### config.mk
export PLATFORM = sky130hd
export DESIGN_NAME = arpp_core
export DESIGN_NICKNAME = d
export VERILOG_FILES = /design/src/arpp_pkg.sv /design/src/arpp_core.sv
export SDC_FILE = /design/constraint.sdc
export NUM_CORES = 2
export LEC_CHECK = 0
export ABC_CLOCK_PERIOD_IN_PS = 16870
export BUFFER_PORTS_ARGS = -buffer_cell sky130_fd_sc_hd__buf_2
export CAP_MARGIN = 20
export CORE_MARGIN = 2
export CORE_UTILIZATION = 55
export CTS_BUF_LIST = sky130_fd_sc_hd__clkbuf_2 sky130_fd_sc_hd__clkbuf_4 sky130_fd_sc_hd__clkbuf_8
export DETAILED_ROUTE_END_ITERATION = 6
export HOLD_SLACK_MARGIN = 0.06
export PLACE_DENSITY_LB_ADDON = 0.08
export SLEW_MARGIN = 40
export SYNTH_ARGS = -nofsm -noshare
export SYNTH_HDL_FRONTEND = slang
export SYNTH_SLANG_ARGS = --single-unit
### constraint.sdc
create_clock -name i_ref_clk -period 16.87 [get_ports i_ref_clk]
set_input_delay 0.8435 -clock i_ref_clk [delete_from_list [all_inputs] [get_ports i_ref_clk]]
set_output_delay 0.8435 -clock i_ref_clk [all_outputs]
set_load 0.01 [all_outputs]
### src/arpp_pkg.sv
// arpp_pkg: shared constants for the converter result post-processing block.
// assumes a 32-bit APB register bus, one word per register.
package arpp_pkg;

    // register byte offsets
    localparam logic [7:0] ARPP_OFS_CONTROL_SECOND = 8'h00;
    localparam logic [7:0] ARPP_OFS_AVERAGE_CONTROL = 8'h04;
    localparam logic [7:0] ARPP_OFS_WINDOW_CONTROL = 8'h08;
    localparam logic [7:0] ARPP_OFS_WINDOW_LOWER = 8'h0C;
    localparam logic [7:0] ARPP_OFS_WINDOW_UPPER = 8'h10;
    localparam logic [7:0] ARPP_OFS_OFFSET_TRIM = 8'h14;
    localparam logic [7:0] ARPP_OFS_GAIN_TRIM = 8'h18;
    localparam logic [7:0] ARPP_OFS_FLAG_STATUS = 8'h1C;
    localparam logic [7:0] ARPP_OFS_RESULT = 8'h20;

    // control_second fields
    localparam int ARPP_POS_DIFFERENTIAL = 0;
    localparam int ARPP_POS_START = 1;
    localparam int ARPP_POS_FREE_RUN = 2;
    localparam int ARPP_POS_CORRECTION = 3;
    localparam int ARPP_POS_RESOLUTION = 4;
    // average_control fields
    localparam int ARPP_POS_SAMPLE_COUNT = 0;
    localparam int ARPP_POS_EXTRA_SHIFT = 4;
    // flag_status fields
    localparam int ARPP_POS_READY_FLAG = 0;
    localparam int ARPP_POS_MATCH_FLAG = 1;

    // resolution_select codes
    localparam logic [1:0] ARPP_RES_12 = 2'h0;
    localparam logic [1:0] ARPP_RES_16 = 2'h1;
    localparam logic [1:0] ARPP_RES_10 = 2'h2;
    localparam logic [1:0] ARPP_RES_8 = 2'h3;

    // window_condition_select codes
    localparam logic [2:0] ARPP_WIN_NONE = 3'h0;
    localparam logic [2:0] ARPP_WIN_ABOVE = 3'h1;
    localparam logic [2:0] ARPP_WIN_BELOW = 3'h2;
    localparam logic [2:0] ARPP_WIN_INSIDE = 3'h3;
    localparam logic [2:0] ARPP_WIN_OUTSIDE = 3'h4;

    // sample count codes and automatic shift
    localparam logic [3:0] ARPP_COUNT_MAX_CODE = 4'hA;
    localparam logic [3:0] ARPP_NO_SHIFT_CODE = 4'h4;

    // reset values
    localparam logic [1:0] ARPP_RST_RESOLUTION = ARPP_RES_12;
    localparam logic [11:0] ARPP_RST_GAIN = 12'h800;
    localparam int ARPP_GAIN_FRAC_BITS = 11;

    // correction latency in converter clock cycles
    localparam int ARPP_CORR_LATENCY = 13;

endpackage : arpp_pkg
### src/arpp_core.sv
// arpp_core: averaging, decimation, trim correction, window check and
// result request of a converter back end, with an APB register file.
// assumes raw samples arrive right aligned and synchronous to i_ref_clk.
// Operation
// RULE1: average configured count of consecutive samples
// RULE2: count codes 0x0..0xA are powers of two
// RULE3: automatic shift then extra shift divide
// RULE4: software sets resolution 1 before averaging
// RULE5: one result per group of raw conversions
// RULE6: ready flag only after complete average
// RULE7: software selects 16-bit mode for decimation
// RULE8: 4^n samples shifted n bits gain n bits
// RULE9: software uses fixed decimation settings table
// RULE10: compare result to window by mode field
// RULE11: thresholds signed when differential, else unsigned
// RULE12: thresholds limited to selected resolution bits
// RULE13: match flag set when window condition holds
// RULE14: corrected output is (value minus offset) times gain
// RULE15: software enables correction, else raw passes
// RULE16: correction adds thirteen cycles of latency
// RULE17: request rises on result, falls on read
// RULE18: with averaging request waits for whole group
// RULE19: resolution 8, 10, 12, 16 bits, resets 12
// RULE20: free running restarts, ready per conversion
// RULE21: writing one clears a flag, zero keeps
// RULE22: window codes none, above, below, inside, outside
// RULE23: outputs saturate to the selected resolution
//
// The register addresses and register access over APB were decided locally.
`timescale 1ns/100ps
`default_nettype none
module arpp_core #(
    parameter int SAMPLE_W = 12,
    parameter int ACC_W = 24,
    parameter int LATENCY = arpp_pkg::ARPP_CORR_LATENCY
) (
    input wire logic i_ref_clk,
    input wire logic i_rst,
    input wire logic i_psel,
    input wire logic i_penable,
    input wire logic i_pwrite,
    input wire logic [7:0] i_paddr,
    input wire logic [31:0] i_pwdata,
    output logic [31:0] o_prdata,
    output logic o_pready,
    output logic o_pslverr,
    input wire logic i_sample_valid,
    input wire logic [SAMPLE_W-1:0] i_sample,
    output logic o_conv_start,
    output logic o_dma_req,
    output logic o_result_ready_flag,
    output logic o_window_match_flag
);
    import arpp_pkg::*;

    // software registers
    logic differential_select;
    logic free_run;
    logic correction_enable;
    logic [1:0] resolution_select;
    logic start_pulse;
    logic [3:0] sample_count_code;
    logic [2:0] extra_shift_code;
    logic [2:0] window_condition_select;
    logic [15:0] window_lower_threshold;
    logic [15:0] window_upper_threshold;
    logic [11:0] offset_trim_value;
    logic [11:0] gain_trim_value;
    logic result_ready_flag;
    logic window_match_flag;
    logic [15:0] result;
    logic dma_req;

    // datapath state
    logic [ACC_W-1:0] acc;
    logic [10:0] count;
    logic [LATENCY-1:0] pipe_valid;
    logic [15:0] pipe_data [LATENCY];

    // bus decode: one wait state so read data leaves a flip-flop
    logic access;
    logic wr_en;
    logic rd_result;
    logic mapped;
    assign access = i_psel & i_penable & o_pready;
    assign wr_en = access & i_pwrite;
    assign rd_result = access & ~i_pwrite & (i_paddr == ARPP_OFS_RESULT);

    always_comb begin
        case (i_paddr)
            ARPP_OFS_CONTROL_SECOND, ARPP_OFS_AVERAGE_CONTROL,
            ARPP_OFS_WINDOW_CONTROL, ARPP_OFS_WINDOW_LOWER,
            ARPP_OFS_WINDOW_UPPER, ARPP_OFS_OFFSET_TRIM,
            ARPP_OFS_GAIN_TRIM, ARPP_OFS_FLAG_STATUS,
            ARPP_OFS_RESULT: mapped = 1'b1;
            default: mapped = 1'b0;
        endcase
    end

    // group size and automatic shift from the count code
    logic code_ok;
    logic [10:0] group_last;
    logic [3:0] auto_shift;
    logic [3:0] total_shift;
    assign code_ok = (sample_count_code <= ARPP_COUNT_MAX_CODE); // see RULE2
    // reserved codes fall back to single samples, no shift
    assign group_last = code_ok ? 11'((11'h1 << sample_count_code) - 11'h1)
                                : 11'h0; // see RULE2
    assign auto_shift = (code_ok && sample_count_code > ARPP_NO_SHIFT_CODE)
                        ? 4'(sample_count_code - ARPP_NO_SHIFT_CODE)
                        : 4'h0; // see RULE3
    assign total_shift = code_ok ? 4'(auto_shift + {1'b0, extra_shift_code})
                                 : 4'h0; // see RULE3 see RULE8

    // sign or zero extend the raw sample
    logic signed [ACC_W-1:0] samp_ext;
    assign samp_ext = differential_select
        ? ACC_W'(signed'(i_sample))
        : ACC_W'({1'b0, i_sample});

    // sum of the group including the sample arriving now
    logic signed [ACC_W-1:0] group_sum;
    logic group_done;
    logic signed [ACC_W-1:0] averaged;
    assign group_sum = ACC_W'(acc + samp_ext);
    assign group_done = i_sample_valid & (count == group_last); // see RULE5
    assign averaged = group_sum >>> total_shift; // see RULE1 see RULE3

    // offset then gain correction, gain is unsigned with 11 fraction bits
    logic signed [39:0] corrected;
    logic signed [39:0] product;
    assign product = 40'((40'(averaged) - 40'(signed'(offset_trim_value)))
                     * signed'({28'h0, gain_trim_value}));
    assign corrected = correction_enable
        ? (product >>> ARPP_GAIN_FRAC_BITS)
        : 40'(averaged); // see RULE14 see RULE15

    // limits of the selected resolution
    logic [4:0] res_bits;
    always_comb begin
        case (resolution_select)
            ARPP_RES_16: res_bits = 5'd16;
            ARPP_RES_10: res_bits = 5'd10;
            ARPP_RES_8: res_bits = 5'd8;
            default: res_bits = 5'd12;
        endcase
    end // see RULE19

    logic signed [39:0] lim_hi;
    logic signed [39:0] lim_lo;
    logic [15:0] saturated;
    assign lim_hi = differential_select
        ? 40'((40'sh1 <<< (res_bits - 5'd1)) - 40'sh1)
        : 40'((40'sh1 <<< res_bits) - 40'sh1);
    assign lim_lo = differential_select
        ? 40'(-(40'sh1 <<< (res_bits - 5'd1)))
        : 40'sh0;
    // clamp rather than wrap so a trim error cannot flip the sign
    assign saturated = (corrected > lim_hi) ? lim_hi[15:0]
                     : (corrected < lim_lo) ? lim_lo[15:0]
                     : corrected[15:0]; // see RULE23

    // accumulator and group counter, restarted when the count changes
    always_ff @(posedge i_ref_clk or posedge i_rst) begin
        if (i_rst) begin
            acc <= '0;
            count <= 11'h0;
        end else if (wr_en && i_paddr == ARPP_OFS_AVERAGE_CONTROL) begin
            acc <= '0;
            count <= 11'h0;
        end else if (group_done) begin
            acc <= '0;
            count <= 11'h0;
        end else if (i_sample_valid) begin
            acc <= group_sum; // see RULE1
            count <= 11'(count + 11'h1);
        end
    end

    // fixed delay line; a steady free-running stream pays it only once
    logic pipe_in_valid;
    assign pipe_in_valid = group_done & correction_enable;
    always_ff @(posedge i_ref_clk or posedge i_rst) begin
        if (i_rst) begin
            pipe_valid <= '0;
            for (int i = 0; i < LATENCY; i++) begin
                pipe_data[i] <= 16'h0000;
            end
        end else begin
            pipe_valid <= {pipe_valid[LATENCY-2:0], pipe_in_valid}; // see RULE16
            pipe_data[0] <= saturated;
            for (int i = 1; i < LATENCY; i++) begin
                pipe_data[i] <= pipe_data[i-1];
            end
        end
    end

    // a result lands either directly or after the correction delay
    logic result_write;
    logic [15:0] result_value;
    assign result_write = (group_done & ~correction_enable)
                        | pipe_valid[LATENCY-1];
    assign result_value = pipe_valid[LATENCY-1] ? pipe_data[LATENCY-1]
                                                : saturated;

    // window thresholds trimmed to the resolution, sign taken from its top
    logic signed [17:0] win_res;
    logic signed [17:0] win_lo;
    logic signed [17:0] win_hi;
    logic [15:0] res_mask;
    assign res_mask = 16'((17'h1 << res_bits) - 17'h1); // see RULE12

    function automatic logic signed [17:0] arpp_extend(
        input logic [15:0] value,
        input logic [15:0] mask,
        input logic [4:0] bits,
        input logic is_signed
    );
        logic [15:0] kept;
        logic sign;
        kept = value & mask;
        sign = is_signed & kept[4'(bits - 5'd1)];
        arpp_extend = sign ? 18'(signed'({2'b11, kept | ~mask}))
                           : 18'(signed'({2'b00, kept}));
    endfunction : arpp_extend

    assign win_res = arpp_extend(result_value, res_mask, res_bits,
                                 differential_select); // see RULE11
    assign win_lo = arpp_extend(window_lower_threshold, res_mask, res_bits,
                                differential_select); // see RULE11
    assign win_hi = arpp_extend(window_upper_threshold, res_mask, res_bits,
                                differential_select); // see RULE12

    logic win_hit;
    always_comb begin
        case (window_condition_select)
            ARPP_WIN_ABOVE: win_hit = win_res > win_lo;
            ARPP_WIN_BELOW: win_hit = win_res < win_hi;
            ARPP_WIN_INSIDE: win_hit = (win_res > win_lo) & (win_res < win_hi);
            ARPP_WIN_OUTSIDE: win_hit = (win_res < win_lo) | (win_res > win_hi);
            default: win_hit = 1'b0;
        endcase
    end // see RULE10 see RULE22

    // result register and request; a new result beats a same-cycle read
    always_ff @(posedge i_ref_clk or posedge i_rst) begin
        if (i_rst) begin
            result <= 16'h0000;
            dma_req <= 1'b0;
        end else begin
            if (result_write) begin
                result <= result_value;
            end
            if (result_write) begin
                dma_req <= 1'b1; // see RULE17 see RULE18
            end else if (rd_result) begin
                dma_req <= 1'b0; // see RULE17
            end
        end
    end

    // sticky flags: hardware set wins over a write-one clear
    always_ff @(posedge i_ref_clk or posedge i_rst) begin
        if (i_rst) begin
            result_ready_flag <= 1'b0;
            window_match_flag <= 1'b0;
        end else begin
            if (result_write) begin
                result_ready_flag <= 1'b1; // see RULE6 see RULE20
            end else if (wr_en && i_paddr == ARPP_OFS_FLAG_STATUS
                         && i_pwdata[ARPP_POS_READY_FLAG]) begin
                result_ready_flag <= 1'b0; // see RULE21
            end
            if (result_write && win_hit) begin
                window_match_flag <= 1'b1; // see RULE13
            end else if (wr_en && i_paddr == ARPP_OFS_FLAG_STATUS
                         && i_pwdata[ARPP_POS_MATCH_FLAG]) begin
                window_match_flag <= 1'b0; // see RULE21
            end
        end
    end

    // configuration registers
    always_ff @(posedge i_ref_clk or posedge i_rst) begin
        if (i_rst) begin
            differential_select <= 1'b0;
            free_run <= 1'b0;
            correction_enable <= 1'b0;
            resolution_select <= ARPP_RST_RESOLUTION; // see RULE19
            sample_count_code <= 4'h0;
            extra_shift_code <= 3'h0;
            window_condition_select <= ARPP_WIN_NONE;
            window_lower_threshold <= 16'h0000;
            window_upper_threshold <= 16'h0000;
            offset_trim_value <= 12'h000;
            gain_trim_value <= ARPP_RST_GAIN;
        end else if (wr_en) begin
            case (i_paddr)
                ARPP_OFS_CONTROL_SECOND: begin
                    differential_select <= i_pwdata[ARPP_POS_DIFFERENTIAL];
                    free_run <= i_pwdata[ARPP_POS_FREE_RUN];
                    correction_enable <= i_pwdata[ARPP_POS_CORRECTION];
                    resolution_select <=
                        i_pwdata[ARPP_POS_RESOLUTION +: 2];
                end
                ARPP_OFS_AVERAGE_CONTROL: begin
                    sample_count_code <= i_pwdata[ARPP_POS_SAMPLE_COUNT +: 4];
                    extra_shift_code <= i_pwdata[ARPP_POS_EXTRA_SHIFT +: 3];
                end
                ARPP_OFS_WINDOW_CONTROL: window_condition_select <= i_pwdata[2:0];
                ARPP_OFS_WINDOW_LOWER: window_lower_threshold <= i_pwdata[15:0];
                ARPP_OFS_WINDOW_UPPER: window_upper_threshold <= i_pwdata[15:0];
                ARPP_OFS_OFFSET_TRIM: offset_trim_value <= i_pwdata[11:0];
                ARPP_OFS_GAIN_TRIM: gain_trim_value <= i_pwdata[11:0];
                default: ;
            endcase
        end
    end

    // conversion start: software pulse, or restart after each sample
    always_ff @(posedge i_ref_clk or posedge i_rst) begin
        if (i_rst) begin
            start_pulse <= 1'b0;
        end else begin
            start_pulse <= (wr_en && i_paddr == ARPP_OFS_CONTROL_SECOND
                            && i_pwdata[ARPP_POS_START])
                         | (free_run & i_sample_valid); // see RULE20
        end
    end

    // apb answer, read data and error from flip-flops
    always_ff @(posedge i_ref_clk or posedge i_rst) begin
        if (i_rst) begin
            o_pready <= 1'b0;
            o_prdata <= 32'h0000_0000;
            o_pslverr <= 1'b0;
        end else begin
            o_pready <= i_psel & i_penable & ~o_pready;
            o_pslverr <= i_psel & i_penable & ~o_pready & ~mapped;
            case (i_paddr)
                ARPP_OFS_CONTROL_SECOND: o_prdata <= 32'({resolution_select,
                    correction_enable, free_run, 1'b0, differential_select});
                ARPP_OFS_AVERAGE_CONTROL: o_prdata <= 32'({1'b0,
                    extra_shift_code, sample_count_code});
                ARPP_OFS_WINDOW_CONTROL: o_prdata <= 32'(window_condition_select);
                ARPP_OFS_WINDOW_LOWER: o_prdata <= 32'(window_lower_threshold);
                ARPP_OFS_WINDOW_UPPER: o_prdata <= 32'(window_upper_threshold);
                ARPP_OFS_OFFSET_TRIM: o_prdata <= 32'(offset_trim_value);
                ARPP_OFS_GAIN_TRIM: o_prdata <= 32'(gain_trim_value);
                ARPP_OFS_FLAG_STATUS: o_prdata <= 32'({window_match_flag,
                    result_ready_flag});
                ARPP_OFS_RESULT: o_prdata <= 32'(result);
                default: o_prdata <= 32'h0000_0000;
            endcase
        end
    end

    assign o_conv_start = start_pulse;
    assign o_dma_req = dma_req;
    assign o_result_ready_flag = result_ready_flag;
    assign o_window_match_flag = window_match_flag;

endmodule : arpp_core
`default_nettype wire

==> impl_metrics.env <==
export IMPL_ir_worst_vdd_mv=0.112
export IMPL_cts_clk_slew_worst_paths_ps=70
export IMPL_cp_common_cell="fa_1"
export IMPL_fmax_ghz=0.0628
export IMPL_synth_seq_cells=365
export IMPL_slew_violations=0
export IMPL_num_rows=86
export IMPL_r2r_start="acc[1]$_DFFE_PP0P_"
export IMPL_drt_iter0_markers=1638
export IMPL_htree_levels=2
export IMPL_start_kind="register"
export IMPL_leakagePower_nw=16.8
export IMPL_first_pass_iters=6
export IMPL_relSlewSlack_pct=44.6
export IMPL_reg2reg_slack_ps=940
export IMPL_dieArea_sq_um=57200
export IMPL_ys_seq_area_share_pct=30.0
export IMPL_min_period_ps=15930
export IMPL_reg2regPathDepth=75
export IMPL_finalClockSkew_ps=58.2
export IMPL_synth_warnings=0
export IMPL_nets=3963
export IMPL_synth_enable_flop_cells=0
export IMPL_holdWs_ps=275
export IMPL_synth_cell_types=102
export IMPL_clk_latency_ps=660
export IMPL_drc=0
export IMPL_place_inst=4050
export IMPL_cts_buffers=56
export IMPL_io_pins=96
export IMPL_track_usage_pct=28.7
export IMPL_async_flop_share_pct=100
export IMPL_seqPwrFrac_pct=28.2
export IMPL_r2r_end="o_window_match_flag$_DFFE_PP0P_"
export IMPL_min_period_over_period_pct=94.4
export IMPL_post_dp_hpwl_um=61100
export IMPL_cts_sinks=365
export IMPL_clockRootBuffer="clkbuf_8"
export IMPL_drive_above_1_share_pct=16.7
export IMPL_cp_max_fo=8
export IMPL_power_switching_mw=1.90
export IMPL_placed_cell_area_sq_um=32800
export IMPL_globalplace_congestion=0.923
export IMPL_grt_max_degree=146
export IMPL_syn2layout_area_growth_pct=12.8
export IMPL_die_h_um=239
export IMPL_cp_startpoint="acc[1]$_DFFE_PP0P_"
export IMPL_p_per_area_nw_per_um2=127
export IMPL_grt_pass1_wl_um=129000
export IMPL_stdcell_count=4161
export IMPL_status="finished clean"
export IMPL_totalWireLength_um=79300
export IMPL_pre_cts_ws_ps=-471
export IMPL_swShare_pct=43.4
export IMPL_synth_ff_type="dfrtp_1"
export IMPL_vias_per_cell=5.71
export IMPL_hold_buffers=0
export IMPL_cts_tree="yes"
export IMPL_setup_tns_final_ps=0
export IMPL_grt_pass1_vias=24200
export IMPL_finalCoreUtilization_pct=62.6
export IMPL_setup_viol=0
export IMPL_end_kind="register"
export IMPL_hp_class="input port to asynchronous set/reset pin"
export IMPL_synth_top_area_share_pct=29.9
export IMPL_syn_area_sq_um=30400
export IMPL_post_drt_wl_per_cell_um=19.1
export IMPL_crit_type="register to register"
export IMPL_final_antenna_net_count=0
export IMPL_finalHoldViolCount=0
export IMPL_start_util_pct=55.5
export IMPL_netlist_top_cells_area="dfrtp_1 30%, fa_1 18%, ha_1 9.3%, inv_1 5.2%, nand2_1 4.5%"
export IMPL_timing_critical_path_to="o_window_match_flag$_DFFE_PP0P_"
export IMPL_power_mw=4.38
export IMPL_cell_internal_pwr_mw=2.48
export IMPL_grt_overflow=0
export IMPL_critPathArrivalTime_ps=16480
export IMPL_max_cap_violations=0
export IMPL_slowest_delay_ps=560
export IMPL_avgSynthCellArea_sq_um=9.51
export IMPL_tightest_slew_ps=832
export IMPL_yosys_area_top_type="dfrtp_1"
export IMPL_layout_cells_most_common="inv_1"
export IMPL_p_comb_share_pct=53.1
export IMPL_fin_area_sq_um=34300
export IMPL_power_frac_clock_pct=18.7
export IMPL_core_sq_um=54900
export IMPL_die_x_um=239
export IMPL_cts_buffer_depth=3
export IMPL_layout_setup_ws_ps=941
export IMPL_num_vias=23800
export IMPL_crit_required_ps=17420
export IMPL_io_buffers=63
export IMPL_slowest_stage="or4_4"
export IMPL_final_cell_mix="422 x inv_1, 363 x nand2_1, 358 x dfrtp_1, 268 x fa_1, 224 x ha_1"
export IMPL_synth_cells=3199
export IMPL_antenna_found_initial=2
==> worst max-delay path: cells and delay by family, from the launching register on <==
family | cells | cell delay, ps
adders and majority gates | 11 | 4210
buffers and inverters | 7 | 600
DFF | 1 | 420
muxes | 4 | 1120
and+or+nand+nor | 18 | 3240
AOI/OAI and AO/OA | 34 | 6030
xor gates and xnor gates | 1 | 150
==> flip-flops by register name, summed over array words and instances, names as in the netlist, 2 cells and up <==
signal,count
pipe_data,208
acc,24
o_prdata,16
result,16
window_lower_threshold,16
window_upper_threshold,16
pipe_valid,13
gain_trim_value,12
offset_trim_value,12
count,11
sample_count_code,4
extra_shift_code,3
window_condition_select,3
resolution_select,2
==> how the worst min path moves through the flow <==
stage                                   startpoint                       end  slack, ps  cells past startpoint
after floorplan            pipe_data[16]$_DFF_PP0_    pipe_data[0]$_DFF_PP0_        330                      0
after global placement    pipe_data[115]$_DFF_PP0_   pipe_data[99]$_DFF_PP0_        330                      0
after detailed placement  pipe_data[164]$_DFF_PP0_  pipe_data[148]$_DFF_PP0_        330                      0
after CTS                                    i_rst   pipe_data[81]$_DFF_PP0_        280                      2
after global routing                         i_rst   pipe_data[81]$_DFF_PP0_        320                      2
final                                        i_rst   pipe_data[81]$_DFF_PP0_        280                      2
==> timing repair <==
| action | 4_1_cts | 5_1_grt |
|---|---|---|
| pin swaps | 0 | 4 |
| gates cloned | 0 | 0 |
| endpoints found under the setup margin | 1 | 1 |
| setup buffers | 0 | 6 |
| resized for setup | 1 | 58 |
==> cells by family (layout without fill, tap and decap cells) <==
kind of cell	Yosys count	in the layout	share of synthesized area (%)
AO/OA/AOI/OAI	598	598	13.5
XOR/XNOR	81	81	2.40
adder cells (fa/ha/maj)	495	495	27.0
buffers and inverters	594	806	7.64
flip-flops	365	365	30.0
multiplexers	122	122	4.42
other	2	48	0.0247
AND/OR/NAND/NOR	942	942	15.0
==> synthesized netlist by cell type, drive strengths merged (16+ instances only) <==
library cell	count
buf	40
nand2	367
fa	270
clkbuf	128
mux2i	32
and2	157
mux2	89
nor2b	22
a21oi	150
dfrtp	364
ha	225
a31oi	20
nand4	23
nand3	52
and3	26
o21ai	125
a21o	43
a211oi	26
o211ai	23
xor2	21
inv	425
a22oi	27
o21a	16
o31ai	22
nor2	139
xnor2	59
nor3	77
==> metal layers <==
metal  global-route usage (%)  vias up  wire, um
met5                        0        -         0
met4                     7.58        0      1700
met3                     3.25      125      4210
met2                     45.9      669     36800
met1                     41.7    11900     36600
li1                         -    11100         -
==> power groups by stage <==
stage	combinational [mW]	clock (mW)	sequential [mW]
floorplan	1.30	0	1.19
global placement	2.16	0	1.24
detailed placement	2.21	0	1.25
CTS	2.22	0.842	1.23
global route	2.51	0.881	1.26
finish	2.32	0.819	1.23
==> cell type report <==
cell class	count	area, sq um
Clock buffer	82	1050
Timing Repair Buffer	277	1980
Fill cell	4607	20500
Sequential cell	365	9140
Inverter	426	1610
Multi-Input combinational cell	2284	19400
Antenna cell	2	5.00
Clock inverter	21	246
Tap cell	704	881
No activity file was read; power rests on OpenSTA's default activity.
